--- src/signal_timer_pkg.sv ---
// Package holding register map, field positions and types of the status block.
package signal_timer_pkg;

  // ==========================================================================
  // Register byte offsets.
  localparam logic [3:0] STATUS_OFFSET = 4'h0;
  localparam logic [3:0] PERIOD_STAGE_OFFSET = 4'h4;
  localparam logic [3:0] PERIOD_HOLD_OFFSET = 4'h8;
  localparam logic [3:0] WIDTH_HOLD_OFFSET = 4'hc;

  // ==========================================================================
  // Field positions of the status register.
  localparam int PERIOD_REQ_BIT = 7;
  localparam int WIDTH_REQ_BIT = 6;
  localparam int RESET_REQ_BIT = 5;
  localparam int TIMER_RUN_BIT = 2;
  localparam int WINDOW_BIT = 1;
  localparam int ACQ_BIT = 0;

  // ==========================================================================
  // Widths and reset values.
  localparam int VALUE_WIDTH = 24;
  localparam logic [23:0] PERIOD_RESET = 24'hffffff;
  localparam logic [23:0] WIDTH_RESET = 24'h000000;
  localparam logic [2:0] REQ_RESET = 3'h0;

  // ==========================================================================
  // AXI response codes.
  localparam logic [1:0] RESP_OKAY = 2'h0;
  localparam logic [1:0] RESP_SLVERR = 2'h2;

  // Update requests travel together.
  typedef struct packed {
    logic period_update_request;
    logic pulse_width_update_request;
    logic timer_reset_request;
  } update_req_t;

  // Live status sampled from the timer.
  typedef struct packed {
    logic timer_run_status;
    logic window_level_status;
    logic acquisition_active_status;
  } live_status_t;

endpackage

--- src/signal_timer_status.sv ---
// Status and manual-update register block of the signal measurement timer.
//
// How it works
// - Writing one to status bit 7 requests a period holding register load.
// - Hardware clears bit 7 on the same edge that loads the holding register from stage.
// - Bit 1 shows the synchronised window signal level, one means open.
// - Bit 0 reads one while an acquisition runs, zero otherwise.
//
// Local design decisions: the address map and the AXI4-Lite slave port.
module signal_timer_status #(
  parameter int WIDTH = signal_timer_pkg::VALUE_WIDTH
) (
  input wire logic aclk, // Clock, 200 MHz.
  input wire logic aresetn, // Synchronous reset, active low.
  input wire logic [3:0] s_axi_awaddr, // Write address.
  input wire logic [2:0] s_axi_awprot, // Write protection, unused.
  input wire logic s_axi_awvalid, // Write address valid.
  output logic s_axi_awready, // Write address ready.
  input wire logic [31:0] s_axi_wdata, // Write data.
  input wire logic [3:0] s_axi_wstrb, // Write byte strobes.
  input wire logic s_axi_wvalid, // Write data valid.
  output logic s_axi_wready, // Write data ready.
  output logic [1:0] s_axi_bresp, // Write response.
  output logic s_axi_bvalid, // Write response valid.
  input wire logic s_axi_bready, // Write response ready.
  input wire logic [3:0] s_axi_araddr, // Read address.
  input wire logic [2:0] s_axi_arprot, // Read protection, unused.
  input wire logic s_axi_arvalid, // Read address valid.
  output logic s_axi_arready, // Read address ready.
  output logic [31:0] s_axi_rdata, // Read data.
  output logic [1:0] s_axi_rresp, // Read response.
  output logic s_axi_rvalid, // Read data valid.
  input wire logic s_axi_rready, // Read data ready.
  input wire logic window_signal, // Window pin, asynchronous.
  input wire logic acquisition_active, // Acquisition running, from core.
  input wire logic timer_running, // Timer running, from core.
  input wire logic [WIDTH-1:0] captured_width, // Live width capture, core.
  output logic [WIDTH-1:0] period_value, // Period holding register.
  output logic [WIDTH-1:0] width_value, // Captured width holding register.
  output logic count_clear // One-cycle pulse clearing the counter.
);

  // ==========================================================================
  // Write channel handshake.
  // Address and data are taken independently; the response waits for both.
  logic aw_have_q;
  logic aw_have_d;
  logic w_have_q;
  logic w_have_d;
  logic [3:0] aw_addr_q;
  logic [3:0] aw_addr_d;
  logic [31:0] w_data_q;
  logic [31:0] w_data_d;
  logic [3:0] w_strb_q;
  logic [3:0] w_strb_d;
  logic bvalid_q;
  logic bvalid_d;
  logic [1:0] bresp_q;
  logic [1:0] bresp_d;

  wire aw_take = s_axi_awvalid && s_axi_awready;
  wire w_take = s_axi_wvalid && s_axi_wready;
  wire aw_ready = !aw_have_q && !bvalid_q;
  wire w_ready = !w_have_q && !bvalid_q;
  wire aw_ok = aw_have_q || aw_take;
  wire w_ok = w_have_q || w_take;
  wire wr_fire = aw_ok && w_ok && !bvalid_q;
  wire [3:0] wr_addr = aw_have_q ? aw_addr_q : s_axi_awaddr;
  wire [31:0] wr_data = w_have_q ? w_data_q : s_axi_wdata;
  wire [3:0] wr_strb = w_have_q ? w_strb_q : s_axi_wstrb;

  assign aw_have_d = wr_fire ? 1'b0 : (aw_have_q || aw_take);
  assign w_have_d = wr_fire ? 1'b0 : (w_have_q || w_take);
  assign aw_addr_d = aw_take ? s_axi_awaddr : aw_addr_q;
  assign w_data_d = w_take ? s_axi_wdata : w_data_q;
  assign w_strb_d = w_take ? s_axi_wstrb : w_strb_q;

  // ==========================================================================
  // Write address decode.
  wire wr_status = wr_fire && (wr_addr == signal_timer_pkg::STATUS_OFFSET);
  wire wr_stage = wr_fire &&
                  (wr_addr == signal_timer_pkg::PERIOD_STAGE_OFFSET);
  wire wr_ro = wr_fire &&
               ((wr_addr == signal_timer_pkg::PERIOD_HOLD_OFFSET) ||
                (wr_addr == signal_timer_pkg::WIDTH_HOLD_OFFSET));
  wire wr_known = wr_status || wr_stage || wr_ro;

  assign bvalid_d = wr_fire ? 1'b1 : (bvalid_q && !s_axi_bready);
  assign bresp_d = wr_fire ?
                   (wr_known ? signal_timer_pkg::RESP_OKAY :
                               signal_timer_pkg::RESP_SLVERR) : bresp_q;

  // ==========================================================================
  // Update requests.
  // A software write of one while hardware finishes a request keeps the
  // flag set, so a request made in the completing cycle is never lost.
  signal_timer_pkg::update_req_t req_q;
  signal_timer_pkg::update_req_t req_d;
  signal_timer_pkg::update_req_t req_set;

  wire status_byte = wr_status && wr_strb[0];
  assign req_set.period_update_request = status_byte &&
    wr_data[signal_timer_pkg::PERIOD_REQ_BIT];
  assign req_set.pulse_width_update_request = status_byte &&
    wr_data[signal_timer_pkg::WIDTH_REQ_BIT];
  assign req_set.timer_reset_request = status_byte &&
    wr_data[signal_timer_pkg::RESET_REQ_BIT];

  // Every pending request completes in the cycle after it was seen set,
  // so a clear of the pending flag always follows one transfer.
  assign req_d = req_set;

  // ==========================================================================
  // Period staging, period and width holding registers, and the clear pulse.
  logic [WIDTH-1:0] stage_q;
  logic [WIDTH-1:0] stage_d;
  logic [WIDTH-1:0] period_q;
  logic [WIDTH-1:0] period_d;
  logic [WIDTH-1:0] width_q;
  logic [WIDTH-1:0] width_d;
  logic clear_q;
  logic clear_d;

  always_comb
  begin
    stage_d = stage_q;
    for (int b = 0; b < 3; b++)
    begin
      if (wr_stage && wr_strb[b] && (b * 8 < WIDTH))
      begin
        stage_d[b*8 +: 8] = wr_data[b*8 +: 8];
      end
    end
  end

  // Loading the holding copy only on request keeps the running period
  // stable while software rewrites the stage in several bus writes.
  assign period_d = req_q.period_update_request ? stage_q : period_q;
  assign width_d = req_q.pulse_width_update_request ?
                   captured_width : width_q;
  assign clear_d = req_q.timer_reset_request;

  // ==========================================================================
  // Live status.
  // The window pin passes three flops; a change counts only once the
  // second and third agree, which also rejects a single-cycle glitch.
  logic win_s1_q;
  logic win_s2_q;
  logic win_s3_q;
  logic win_q;
  logic win_d;
  signal_timer_pkg::live_status_t live_q;
  signal_timer_pkg::live_status_t live_d;

  assign win_d = (win_s2_q == win_s3_q) ? win_s3_q : win_q;
  assign live_d.timer_run_status = timer_running;
  assign live_d.window_level_status = win_q;
  assign live_d.acquisition_active_status = acquisition_active;

  // ==========================================================================
  // Read channel.
  logic rvalid_q;
  logic rvalid_d;
  logic [31:0] rdata_q;
  logic [31:0] rdata_d;
  logic [1:0] rresp_q;
  logic [1:0] rresp_d;

  logic arready_q;
  wire rd_fire = s_axi_arvalid && arready_q;
  wire rd_status = s_axi_araddr == signal_timer_pkg::STATUS_OFFSET;
  wire rd_stage = s_axi_araddr == signal_timer_pkg::PERIOD_STAGE_OFFSET;
  wire rd_period = s_axi_araddr == signal_timer_pkg::PERIOD_HOLD_OFFSET;
  wire rd_width = s_axi_araddr == signal_timer_pkg::WIDTH_HOLD_OFFSET;

  logic [31:0] status_word;
  always_comb
  begin
    status_word = 32'h00000000;
    status_word[signal_timer_pkg::PERIOD_REQ_BIT] =
      req_q.period_update_request;
    status_word[signal_timer_pkg::WIDTH_REQ_BIT] =
      req_q.pulse_width_update_request;
    status_word[signal_timer_pkg::RESET_REQ_BIT] = req_q.timer_reset_request;
    status_word[signal_timer_pkg::TIMER_RUN_BIT] = live_q.timer_run_status;
    status_word[signal_timer_pkg::WINDOW_BIT] =
      live_q.window_level_status;
    status_word[signal_timer_pkg::ACQ_BIT] =
      live_q.acquisition_active_status;
  end

  wire [31:0] pad_stage = {{(32 - WIDTH){1'b0}}, stage_q};
  wire [31:0] pad_period = {{(32 - WIDTH){1'b0}}, period_q};
  wire [31:0] pad_width = {{(32 - WIDTH){1'b0}}, width_q};

  logic [31:0] rd_word;
  logic rd_known;
  always_comb
  begin
    rd_word = 32'h00000000;
    rd_known = 1'b1;
    if (rd_status)
    begin
      rd_word = status_word;
    end
    else if (rd_stage)
    begin
      rd_word = pad_stage;
    end
    else if (rd_period)
    begin
      rd_word = pad_period;
    end
    else if (rd_width)
    begin
      rd_word = pad_width;
    end
    else
    begin
      rd_known = 1'b0;
    end
  end

  assign rvalid_d = rd_fire ? 1'b1 : (rvalid_q && !s_axi_rready);
  assign rdata_d = rd_fire ? rd_word : rdata_q;
  assign rresp_d = rd_fire ?
                   (rd_known ? signal_timer_pkg::RESP_OKAY :
                               signal_timer_pkg::RESP_SLVERR) : rresp_q;

  // ==========================================================================
  // Ready flops; registered so that every output comes from a flop.
  logic awready_q;
  logic wready_q;

  // ==========================================================================
  // Registers.
  always_ff @(posedge aclk)
  begin
    if (!aresetn)
    begin
      aw_have_q <= 1'b0;
      w_have_q <= 1'b0;
      aw_addr_q <= 4'h0;
      w_data_q <= 32'h00000000;
      w_strb_q <= 4'h0;
      bvalid_q <= 1'b0;
      bresp_q <= signal_timer_pkg::RESP_OKAY;
      req_q <= signal_timer_pkg::REQ_RESET;
      stage_q <= signal_timer_pkg::PERIOD_RESET[WIDTH-1:0];
      period_q <= signal_timer_pkg::PERIOD_RESET[WIDTH-1:0];
      width_q <= signal_timer_pkg::WIDTH_RESET[WIDTH-1:0];
      clear_q <= 1'b0;
      live_q <= 3'h0;
      rvalid_q <= 1'b0;
      rdata_q <= 32'h00000000;
      rresp_q <= signal_timer_pkg::RESP_OKAY;
    end
    else
    begin
      aw_have_q <= aw_have_d;
      w_have_q <= w_have_d;
      aw_addr_q <= aw_addr_d;
      w_data_q <= w_data_d;
      w_strb_q <= w_strb_d;
      bvalid_q <= bvalid_d;
      bresp_q <= bresp_d;
      req_q <= req_d;
      stage_q <= stage_d;
      period_q <= period_d;
      width_q <= width_d;
      clear_q <= clear_d;
      live_q <= live_d;
      rvalid_q <= rvalid_d;
      rdata_q <= rdata_d;
      rresp_q <= rresp_d;
    end
  end

  always_ff @(posedge aclk)
  begin
    if (!aresetn)
    begin
      win_s1_q <= 1'b0;
      win_s2_q <= 1'b0;
      win_s3_q <= 1'b0;
      win_q <= 1'b0;
    end
    else
    begin
      win_s1_q <= window_signal;
      win_s2_q <= win_s1_q;
      win_s3_q <= win_s2_q;
      win_q <= win_d;
    end
  end

  // Ready is computed from the next state so the registered copy matches.
  always_ff @(posedge aclk)
  begin
    if (!aresetn)
    begin
      awready_q <= 1'b0;
      wready_q <= 1'b0;
      arready_q <= 1'b0;
    end
    else
    begin
      awready_q <= !aw_have_d && !bvalid_d;
      wready_q <= !w_have_d && !bvalid_d;
      arready_q <= !rvalid_d;
    end
  end

  // The combinational readies equal the registered ones from the first edge after reset ends.
  wire unused_ok = &{1'b0, aw_ready, w_ready, s_axi_awprot, s_axi_arprot};

  assign s_axi_awready = awready_q;
  assign s_axi_wready = wready_q;
  assign s_axi_bvalid = bvalid_q;
  assign s_axi_bresp = bresp_q;
  assign s_axi_arready = arready_q;
  assign s_axi_rvalid = rvalid_q;
  assign s_axi_rdata = rdata_q;
  assign s_axi_rresp = rresp_q;
  assign period_value = period_q;
  assign width_value = width_q;
  assign count_clear = clear_q;

endmodule

--- config.mk ---
export PLATFORM = sky130hd
export DESIGN_NAME = signal_timer_status
export DESIGN_NICKNAME = d
export VERILOG_FILES = /design/src/signal_timer_pkg.sv /design/src/signal_timer_status.sv
export SDC_FILE = /design/constraint.sdc
export NUM_CORES = 1
export LEC_CHECK = 0
export BUFFER_PORTS_ARGS = -buffer_cell sky130_fd_sc_hd__buf_2
export CAP_MARGIN = 20
export CORE_MARGIN = 2
export CORE_UTILIZATION = 35
export CTS_BUF_LIST = sky130_fd_sc_hd__clkbuf_8
export DETAILED_ROUTE_END_ITERATION = 8
export SETUP_SLACK_MARGIN = 0.5
export SLEW_MARGIN = 20
export SYNTH_ARGS = -nofsm -noshare
export SYNTH_HDL_FRONTEND = slang
export SYNTH_SLANG_ARGS = --single-unit
export TNS_END_PERCENT = 10
--- constraint.sdc ---
create_clock -name aclk -period 1.8 [get_ports aclk]
set_input_delay 0.09 -clock aclk [delete_from_list [all_inputs] [get_ports aclk]]
set_output_delay 0.09 -clock aclk [all_outputs]
set_load 0.05 [all_outputs]
---- Yosys cells after proc, flatten, opt, wreduce, memory -nomap -nowiden ----
Cells that the tools add are included.
storage, ports and cells
  logic and storage cells ................. 86
  output and inout port bits .............. 90
  input bits .............................. 84
  register bits after elaboration ......... 157
cells by class
  equal/unequal tests ..................... 7
  muxes and demuxes ....................... 17
  reductions and logical operators ........ 33
operators with widths
  kind                  number
  $mux W24              5
  $logic_and A1 B1 Y1   19
  $eq A4 B4 Y1 const B  4
  $eq A4 B3 Y1 const B  2
  $logic_not A4 Y1      2
  $mux W1               8
  $logic_not A1 Y1      7
  $logic_or A1 B1 Y1    5
  $mux W2               2
  $mux W4               1
  $mux W3               1
  $eq A1 B1 Y1          1

---- Longest topological paths before layout ----
Gate-level depths: netlist of run 1.
  depth in word-level cells ............... 8
  depth in mapped cells ................... 6

---- Worst setup path before layout of run 1 ----
Ideal clock, no wire load.
  path type ............................... register to register
  start point ............................. register awready_q, in the netlist s_axi_awready
  end point ............................... register stage_q[3]
  period minus slack after synthesis ...... 1.953 ns
  setup time .............................. 0.132 ns
  cell stages (with the launch flop) ...... 6
  data arrival time ....................... 1.821 ns
  slack ................................... -0.153 ns
  required time ........................... 1.668 ns
  cells stage by stage .................... dfxtp_1 > nand4bb_1 > a211oi_1 > buf_2 > and3_1 > o21ai_0
between the ends
  longest elaborated chain between the ends .. 6
RTL lines
  element                           RTL line                    RTL
  from (decl)                       signal_timer_status.sv:232  logic awready_q;
  from (signal assigned)            signal_timer_status.sv:308  awready_q <= !aw_have_d && !bvalid_d;
  $logic_and A1 B1 Y1               signal_timer_status.sv:61   wire aw_take = s_axi_awvalid && s_axi_awready;
  $logic_or A1 B1 Y1                signal_timer_status.sv:65   wire aw_ok = aw_have_q || aw_take;
  $logic_and A1 B1 Y1 (2 in a row)  signal_timer_status.sv:67   wire wr_fire = aw_ok && w_ok && !bvalid_q;
  $logic_and A1 B1 Y1               signal_timer_status.sv:81   wire wr_stage = wr_fire &&
  $logic_and A1 B1 Y1               signal_timer_status.sv:129  if (wr_stage && wr_strb[b] && (b * 8 < WIDTH))
  to (signal assigned)              signal_timer_status.sv:249  stage_q <= signal_timer_pkg::PERIOD_RESET[WIDTH-1:0];
  to (signal assigned)              signal_timer_status.sv:268  stage_q <= stage_d;
  to (decl)                         signal_timer_status.sv:115  logic [WIDTH-1:0] stage_q;
Every way passes these cells.
A chain may end at the register's enable or synchronous reset.

---- Final worst setup path of run 1 ----
  start point ............................. register aw_have_q
  end point ............................... register stage_q[11]
between the ends
  longest elaborated chain between the ends .. 5
  elaborated cells on any way between the ends .. 7
  those cells by class .................... 1 x eq/ne; 1 x mux; 5 x reduce/logical
RTL lines
  element                                          RTL line                    RTL
  from (decl)                                      signal_timer_status.sv:46   logic aw_have_q;
  from (signal assigned)                           signal_timer_status.sv:260  aw_have_q <= aw_have_d;
  branches (longest 3 deep; another with $mux W4)  n/a
  $logic_and A1 B1 Y1 (*)                          signal_timer_status.sv:81
  $logic_and A1 B1 Y1 (*)                          signal_timer_status.sv:129
Every way passes the cells marked *.

==> out/metrics.cfg, run 1 <==
[pwr]
ir_worst_vdd_mv = 0.451
leakage_uw = 0.00340
p_per_area_nw_per_um2 = 836

[setup_path]
worstPathRequired_ns = 2.11
cp_slowest_cell = or3b_4
r2r_start = aw_have_q
cpPeakStageDelay_ns = 0.40
cp_top_family = simple AND/OR/NAND/NOR gates
worstSetupPathType = reg -> reg
path_buf_inv = 2
critPathArrivalTime_ns = 2.01
r2r_end = stage_q[11]
startpoint_type = register
critPathCaptureType = register
r2r_slack_ns = 0.10
crit_fanout = 6
worstPathCellList = or3b_4 -> a211oi_4 -> buf_6 -> clkbuf_16 -> and3_1 -> o21ai_0
r2r_cells = 6

[sta]
fin_crit_sh_pct = 94.3
rsz0062_at_grt = yes
slew_headroom_pct = 60.7
hold_viol = 0
drv_slew = 0
maxClockFrequency_mhz = 589
post-route-worst-setup-slack_ns = 0.102
finalSetupTns_ns = 0
clock_skew_ns = 0.00781
fin_crit_ns = 1.70
worst_slew_pin_slew_ns = 0.588
setup_viol = 0

[min_path]
min_from = s_axi_wvalid
hold_path_depth = 4
worstHoldPathType = in -> reg
holdPathEnd = aw_have_q

[cells_and_area]
final_common_cell = buf_2
postLayoutCellArea_sq_um = 8250
layout-drive-gt1-share_pct = 28.6
postLayoutCoreUtil_pct = 49.6
layout.nets = 943
final_cells = 1092
area.growth.synth_to_final_pct = 38.0
layout_common_cells = 148 x buf_2, 142 x dfxtp_1, 112 x nand2_1
diodes = 0

[synthesis]
synth-seq-cells = 147
yosysWarnings = 0
ys.flop_type = dfxtp_1
ys_types = 35
avgSynthCellArea_sq_um = 9.28
yosysSeqAreaShare_pct = 49.2
async_flop_share_pct = 0
syn_inst = 645
syn_area_sq_um = 5980
synth_edf_count = 0

[grt]
gr-total-overflow = 0
grt_pass1_wl_microns = 26600
antenna_found_initial = 0
grt_max_degree = 64
grt_pass1_vias = 4931
grt_usage_pct = 18.5

[placed_design]
place_area_sq_um = 6980
dp_hpwl_microns = 10800
port_buffers = 148
place_worst_setup_slack_ns = 0.0849
dp.cells = 984
gp_congestion = 0.770

[routing]
drc_errors = 0
wire_per_inst_microns = 15.2
drt-initial-drc-count = 256
vias = 5181
routed_via_density = 4.74
drt-pass1-iter-count = 4
drt.antenna.violating_nets = 0
routed_wl_microns = 16600

[die]
num_rows = 47
start_util_pct = 36.0
die_h_microns = 135
dieArea_sq_um = 18200
core_area_sq_um = 16600
io_pins = 174
die_w_microns = 135

[clock_network]
cts_num_sinks = 147
numCtsBuffers = 17
cts_tree = built
clk_pin_slew_ns = 0.08
root_buffer = clkbuf_8
clk_path_buf_depth = 2
h-tree-depth = 4
clock_latency_ns = 0.45

[status]
status = finished, final reports clean

[flow_run]
drv_cap = 0

-- Yosys cell counts, types with 6 or more instances --
cell type	count	area share, %
o21ai_1	10	0.84
and2_1	10	1.0
inv_1	7	0.44
nor2_1	33	2.1
mux2i_1	77	13
clkbuf_1	25	1.6
buf_4	11	1.4
a22oi_1	17	2.1
and3_1	25	2.6
dfxtp_1	147	49
a21oi_1	60	5.0
buf_2	14	1.2
mux2_2	18	3.4
o21ai_0	39	3.3
mux4_2	6	2.3
nand2_1	112	7.0
-- tightest hold or removal path: stages --
cell and delay (ns):
buf_2 0.11, a21oi_2 0.10, nor2_1 0.09, nor3_1 0.05
-- timing repair --
action / CTS / global route
hold endpoints to repair: 69 / 0
setup endpoints to repair: 54 / 57
hold buffers: 67 / 0
cloned: 4 / 1
setup buffers: 4 / 0
gates resized for setup: 13 / 6
pin swaps: 3 / 0
-- logic make-up after synthesis --
| family | after synthesis | share of synthesized area (%) |
|---|---|---|
| simple gates | 198 | 14.7 |
| flops | 147 | 49.2 |
| compound gates | 134 | 12.4 |
| mux | 101 | 18.5 |
| buf+inv | 64 | 5.12 |
| other cells | 1 | 0.0627 |
-- worst max path at each step --
stage | slack [ns] | endpoint | startpoint | depth (start not counted)
2_1_floorplan | 0.24 | stage_q[13] | s_axi_awready | 5
3_3_place_gp | 0.10 | stage_q[14] | aw_have_q | 5
3_5_place_dp | 0.08 | stage_q[11] | aw_have_q | 5
4_1_cts | 0.14 | stage_q[16] | aw_have_q | 6
5_1_grt | 0.006 | stage_q[4] | aw_have_q | 6
6_report | 0.10 | stage_q[11] | aw_have_q | 6
-- sequential cells by signal, summed over array words and instances, names as in the netlist, 2 cells and up --
register and count:
period_value 24, s_axi_rdata 24, stage_q 24, w_data_q 24, width_value 24, aw_addr_q 4, live_q 3, w_strb_q 3
req_q 2
-- layout make-up --
cell class / count / area, sq um
Clock buffer: 23 / 317
Clock inverter: 9 / 101
Fill cell: 1583 / 8390
Inverter: 8 / 30.0
Multi-Input combinational cell: 444 / 2850
Sequential cell: 147 / 2950
Tap cell: 220 / 275
Timing Repair Buffer: 241 / 1730
-- per-stage QoR --
step / power, uW / hold WS [ns]
2_1_floorplan: 3920 / 0.217
3_3_place_gp: 4130 / 0.297
3_5_place_dp: 4130 / 0.301
4_1_cts: 6970 / 0.00598
5_1_grt: 7200 / 0.0289
6_report: 6900 / 0.0310
-- power by group --
group / internal (uW) / switching [uW] / total [uW]
registers: 3320 / 45.8 / 3360
logic: 390 / 477 / 868
clock network: 1440 / 1230 / 2670
-- metal layers --
metal / GRT usage (%) / vias to the layer above / share of wire [%]
met1: 25.0 / 2412 / 48
li1: - / 2640 / -
met4: 5.96 / 0 / 1.3
met5: 0 / - / 0
met3: 3.87 / 15 / 4.1
met2: 29.7 / 114 / 46
Power figures use the tool's default switching activity.
==> run 2: changes to the inputs <==
--- a/config.mk
+++ b/config.mk
@@ -7,11 +7,13 @@
 export LEC_CHECK = 0
 export BUFFER_PORTS_ARGS = -buffer_cell sky130_fd_sc_hd__buf_2
 export CAP_MARGIN = 20
-export CORE_MARGIN = 2
-export CORE_UTILIZATION = 35
+export CORE_MARGIN = 1.5
+export CORE_UTILIZATION = 47
 export CTS_BUF_LIST = sky130_fd_sc_hd__clkbuf_8
 export DETAILED_ROUTE_END_ITERATION = 8
+export PLACE_DENSITY = 0.73
 export SETUP_SLACK_MARGIN = 0.5
+export SKIP_LAST_GASP = 1
 export SLEW_MARGIN = 20
 export SYNTH_ARGS = -nofsm -noshare
 export SYNTH_HDL_FRONTEND = slang
==> run 2 against run 1 <==
Global-route usage up 5.3 points. Combinational power about the same. Sequential share of layout area up 0.11 points. Non-clock buffer count up 1. Critical endpoint is now stage_q[14].
==> out/metrics.cfg, run 2 (synthesis gave the netlist of run 1 again) <==
[status]
status = finished, final reports clean

[setup_path]
startpoint_type = register
crit_fanout = 12  ; +6
cp_top_family = compound AO/OA/AOI/OAI gates
cpPeakStageDelay_ns = 0.40  ; about the same
critPathArrivalTime_ns = 2.08  ; +0.07 ns
worstPathCellList = or3b_4 -> a211oi_4 -> buf_6 -> clkbuf_16 -> a21oi_1 -> o21ai_0
cp_slowest_cell = or3b_4
critPathCaptureType = register
path_buf_inv = 2  ; unchanged
worstSetupPathType = reg -> reg
worstPathRequired_ns = 2.15  ; +0.04 ns

[placed_design]
port_buffers = 148  ; unchanged
gp_congestion = 0.836  ; +8.5%
dp_hpwl_microns = 10600  ; -1.4%
place_area_sq_um = 6910  ; -0.95%

[clock_network]
cts_num_sinks = 147  ; unchanged
clk_path_buf_depth = 2  ; unchanged
numCtsBuffers = 17  ; unchanged
root_buffer = clkbuf_8
clock_latency_ns = 0.44  ; about the same
clk_pin_slew_ns = 0.08  ; about the same
cts_tree = built
h-tree-depth = 4  ; unchanged

[routing]
drc_errors = 0  ; unchanged
drt.antenna.violating_nets = 0  ; unchanged
routed_via_density = 5.16  ; +8.7%
wire_per_inst_microns = 15.6  ; +2.9%
drt-pass1-iter-count = 5  ; +1
vias = 5384  ; +3.9%
routed_wl_microns = 16300  ; -1.7%
drt-initial-drc-count = 343  ; +34%

[pwr]
comb_power_share_pct = 11.9  ; -0.7 points
p_int_uw = 5570  ; +8.1%
ir_worst_vdd_mv = 0.435  ; -3.7%
leakage_uw = 0.00342  ; +0.52%
netSwitchingFraction_pct = 23.8  ; -1.6 points
sequentialPowerShare_pct = 46.0  ; -2.8 points
p_per_area_nw_per_um2 = 888  ; +6.3%
power_frac_clock_pct = 42.1  ; +3.4 points
p_sw_uw = 1730  ; -0.79%

[grt]
grt_pass1_wl_microns = 24900  ; -6.5%
grt.met3_usage_pct = 5.39  ; +1.5 points
gr-usage-met1_pct = 29.7  ; +4.7 points
grt_use_met2_pct = 40.5  ; +11 points
gr-total-overflow = 0  ; unchanged
grt_max_degree = 29  ; -55%
globalRoute.busiestLayer = met2
antenna_found_initial = 0  ; unchanged
grt_usage_pct = 23.8  ; +5.3 points
grt_pass1_vias = 5147  ; +4.4%

[sta]
maxClockFrequency_mhz = 580  ; -1.5%
slew_headroom_pct = 62.4  ; +1.6 points
fin_crit_ns = 1.72  ; +0.0267 ns
worst_slew_pin_slew_ns = 0.565  ; -0.0237 ns
rsz0062_at_grt = yes
hold_viol = 0  ; unchanged
drv_slew = 0  ; unchanged
finalSetupTns_ns = 0  ; unchanged
fin_crit_sh_pct = 95.8  ; +1.5 points
setup_viol = 0  ; unchanged
clock_skew_ns = 0.0100  ; +0.00223 ns

[die]
num_rows = 41  ; -13%
die_w_microns = 116  ; -14%
io_pins = 174  ; unchanged
start_util_pct = 47.8  ; +12 points
die_h_microns = 116  ; -14%
dieArea_sq_um = 13400  ; -26%
core_area_sq_um = 12500  ; -25%

[cells_and_area]
regArea_sq_um = 2950  ; about the same
nFillCells = 1004  ; -37%
multiInputGateArea_sq_um = 2830  ; -0.92%
postLayoutCellArea_sq_um = 8220  ; -0.39%
layout-drive-gt1-share_pct = 28.0  ; -0.57 points
area.growth.synth_to_final_pct = 37.4
layout.nets = 943  ; unchanged
diodes = 0  ; unchanged
final_common_cell = buf_2
layout_common_cells = 148 x buf_2, 144 x dfxtp_1, 112 x nand2_1

[min_path]
worstHoldPathType = in -> reg

[flow_run]
drv_cap = 0  ; unchanged

run 2: changes by cell type in the layout (fill, tap and decap cells not counted), moves of 3 or more:
cell / previous run / this run
bufinv_16: 2 / 6
clkbuf_8: 23 / 19
buf_4: 16 / 19
o21ai_1: 11 / 14
run 2: final timing paths:
path | cells after the start | slack [ns] | to | start
setup / recovery | 6 | 0.08 | stage_q[14] | aw_have_q
setup reg to reg | 6 | 0.08 | stage_q[14] | aw_have_q
hold reg to reg | 1 | 0.45 | win_s2_q | win_s1_q
hold / removal | 4 | 0.04 | s_axi_rdata[22] | s_axi_araddr[0]
run 2: cell type report:
class	count	share of cell area, %
flip-flops and latches	147	35.9
well taps	172	2.62
multi-input cells	443	34.4
clock buffers	19	3.18
clock inverters	13	2.80
repair buffers	242	20.8
inverters	8	0.365
run 2: power by group through the flow:
stage	combinational (uW)	sequential, uW	clock (uW)
6_report	866	3360	3070
5_1_grt	935	3370	3260
4_1_cts	838	3360	3100
3_5_place_dp	689	3440	0
3_3_place_gp	675	3430	0
2_1_floorplan	423	3500	0
run 2: worst register-to-register path, stage by stage (launching register included):
cell	delay, ns
dfxtp_4	0.37
or3b_4	0.40
a211oi_4	0.22
buf_6	0.19
clkbuf_16	0.18
a21oi_1	0.07
o21ai_0	0.20
run 2: metal layers:
metal	vias up	wire, microns
li1	2639	-
met1	2516	6960
met2	198	8060
met3	31	960
met4	0	307
met5	-	0
run 2: what timing repair did:
action / 4_1_cts / 5_1_grt
hold buffers: 67 / 0
cloned: 2 / 2
endpoints found under the hold margin: 68 / 0
setup buffers: 2 / 0
pin swaps: 1 / 2
gates resized for setup: 7 / 10
setup endpoints to repair: 31 / 59
run 2: through the flow:
stage          std cells  hold slack (ns)  util (%)  setup slack, ns  total power, uW
4_1_cts             1042           0.0230      65.2            0.150             7300
5_1_grt             1044           0.0295      65.7           0.0381             7570
6_report            1044           0.0445      65.7           0.0754             7300
2_1_floorplan        654            0.217         -            0.235             3920
3_3_place_gp         939            0.308      55.2            0.153             4110
3_5_place_dp         939            0.313      55.2           0.0835             4120
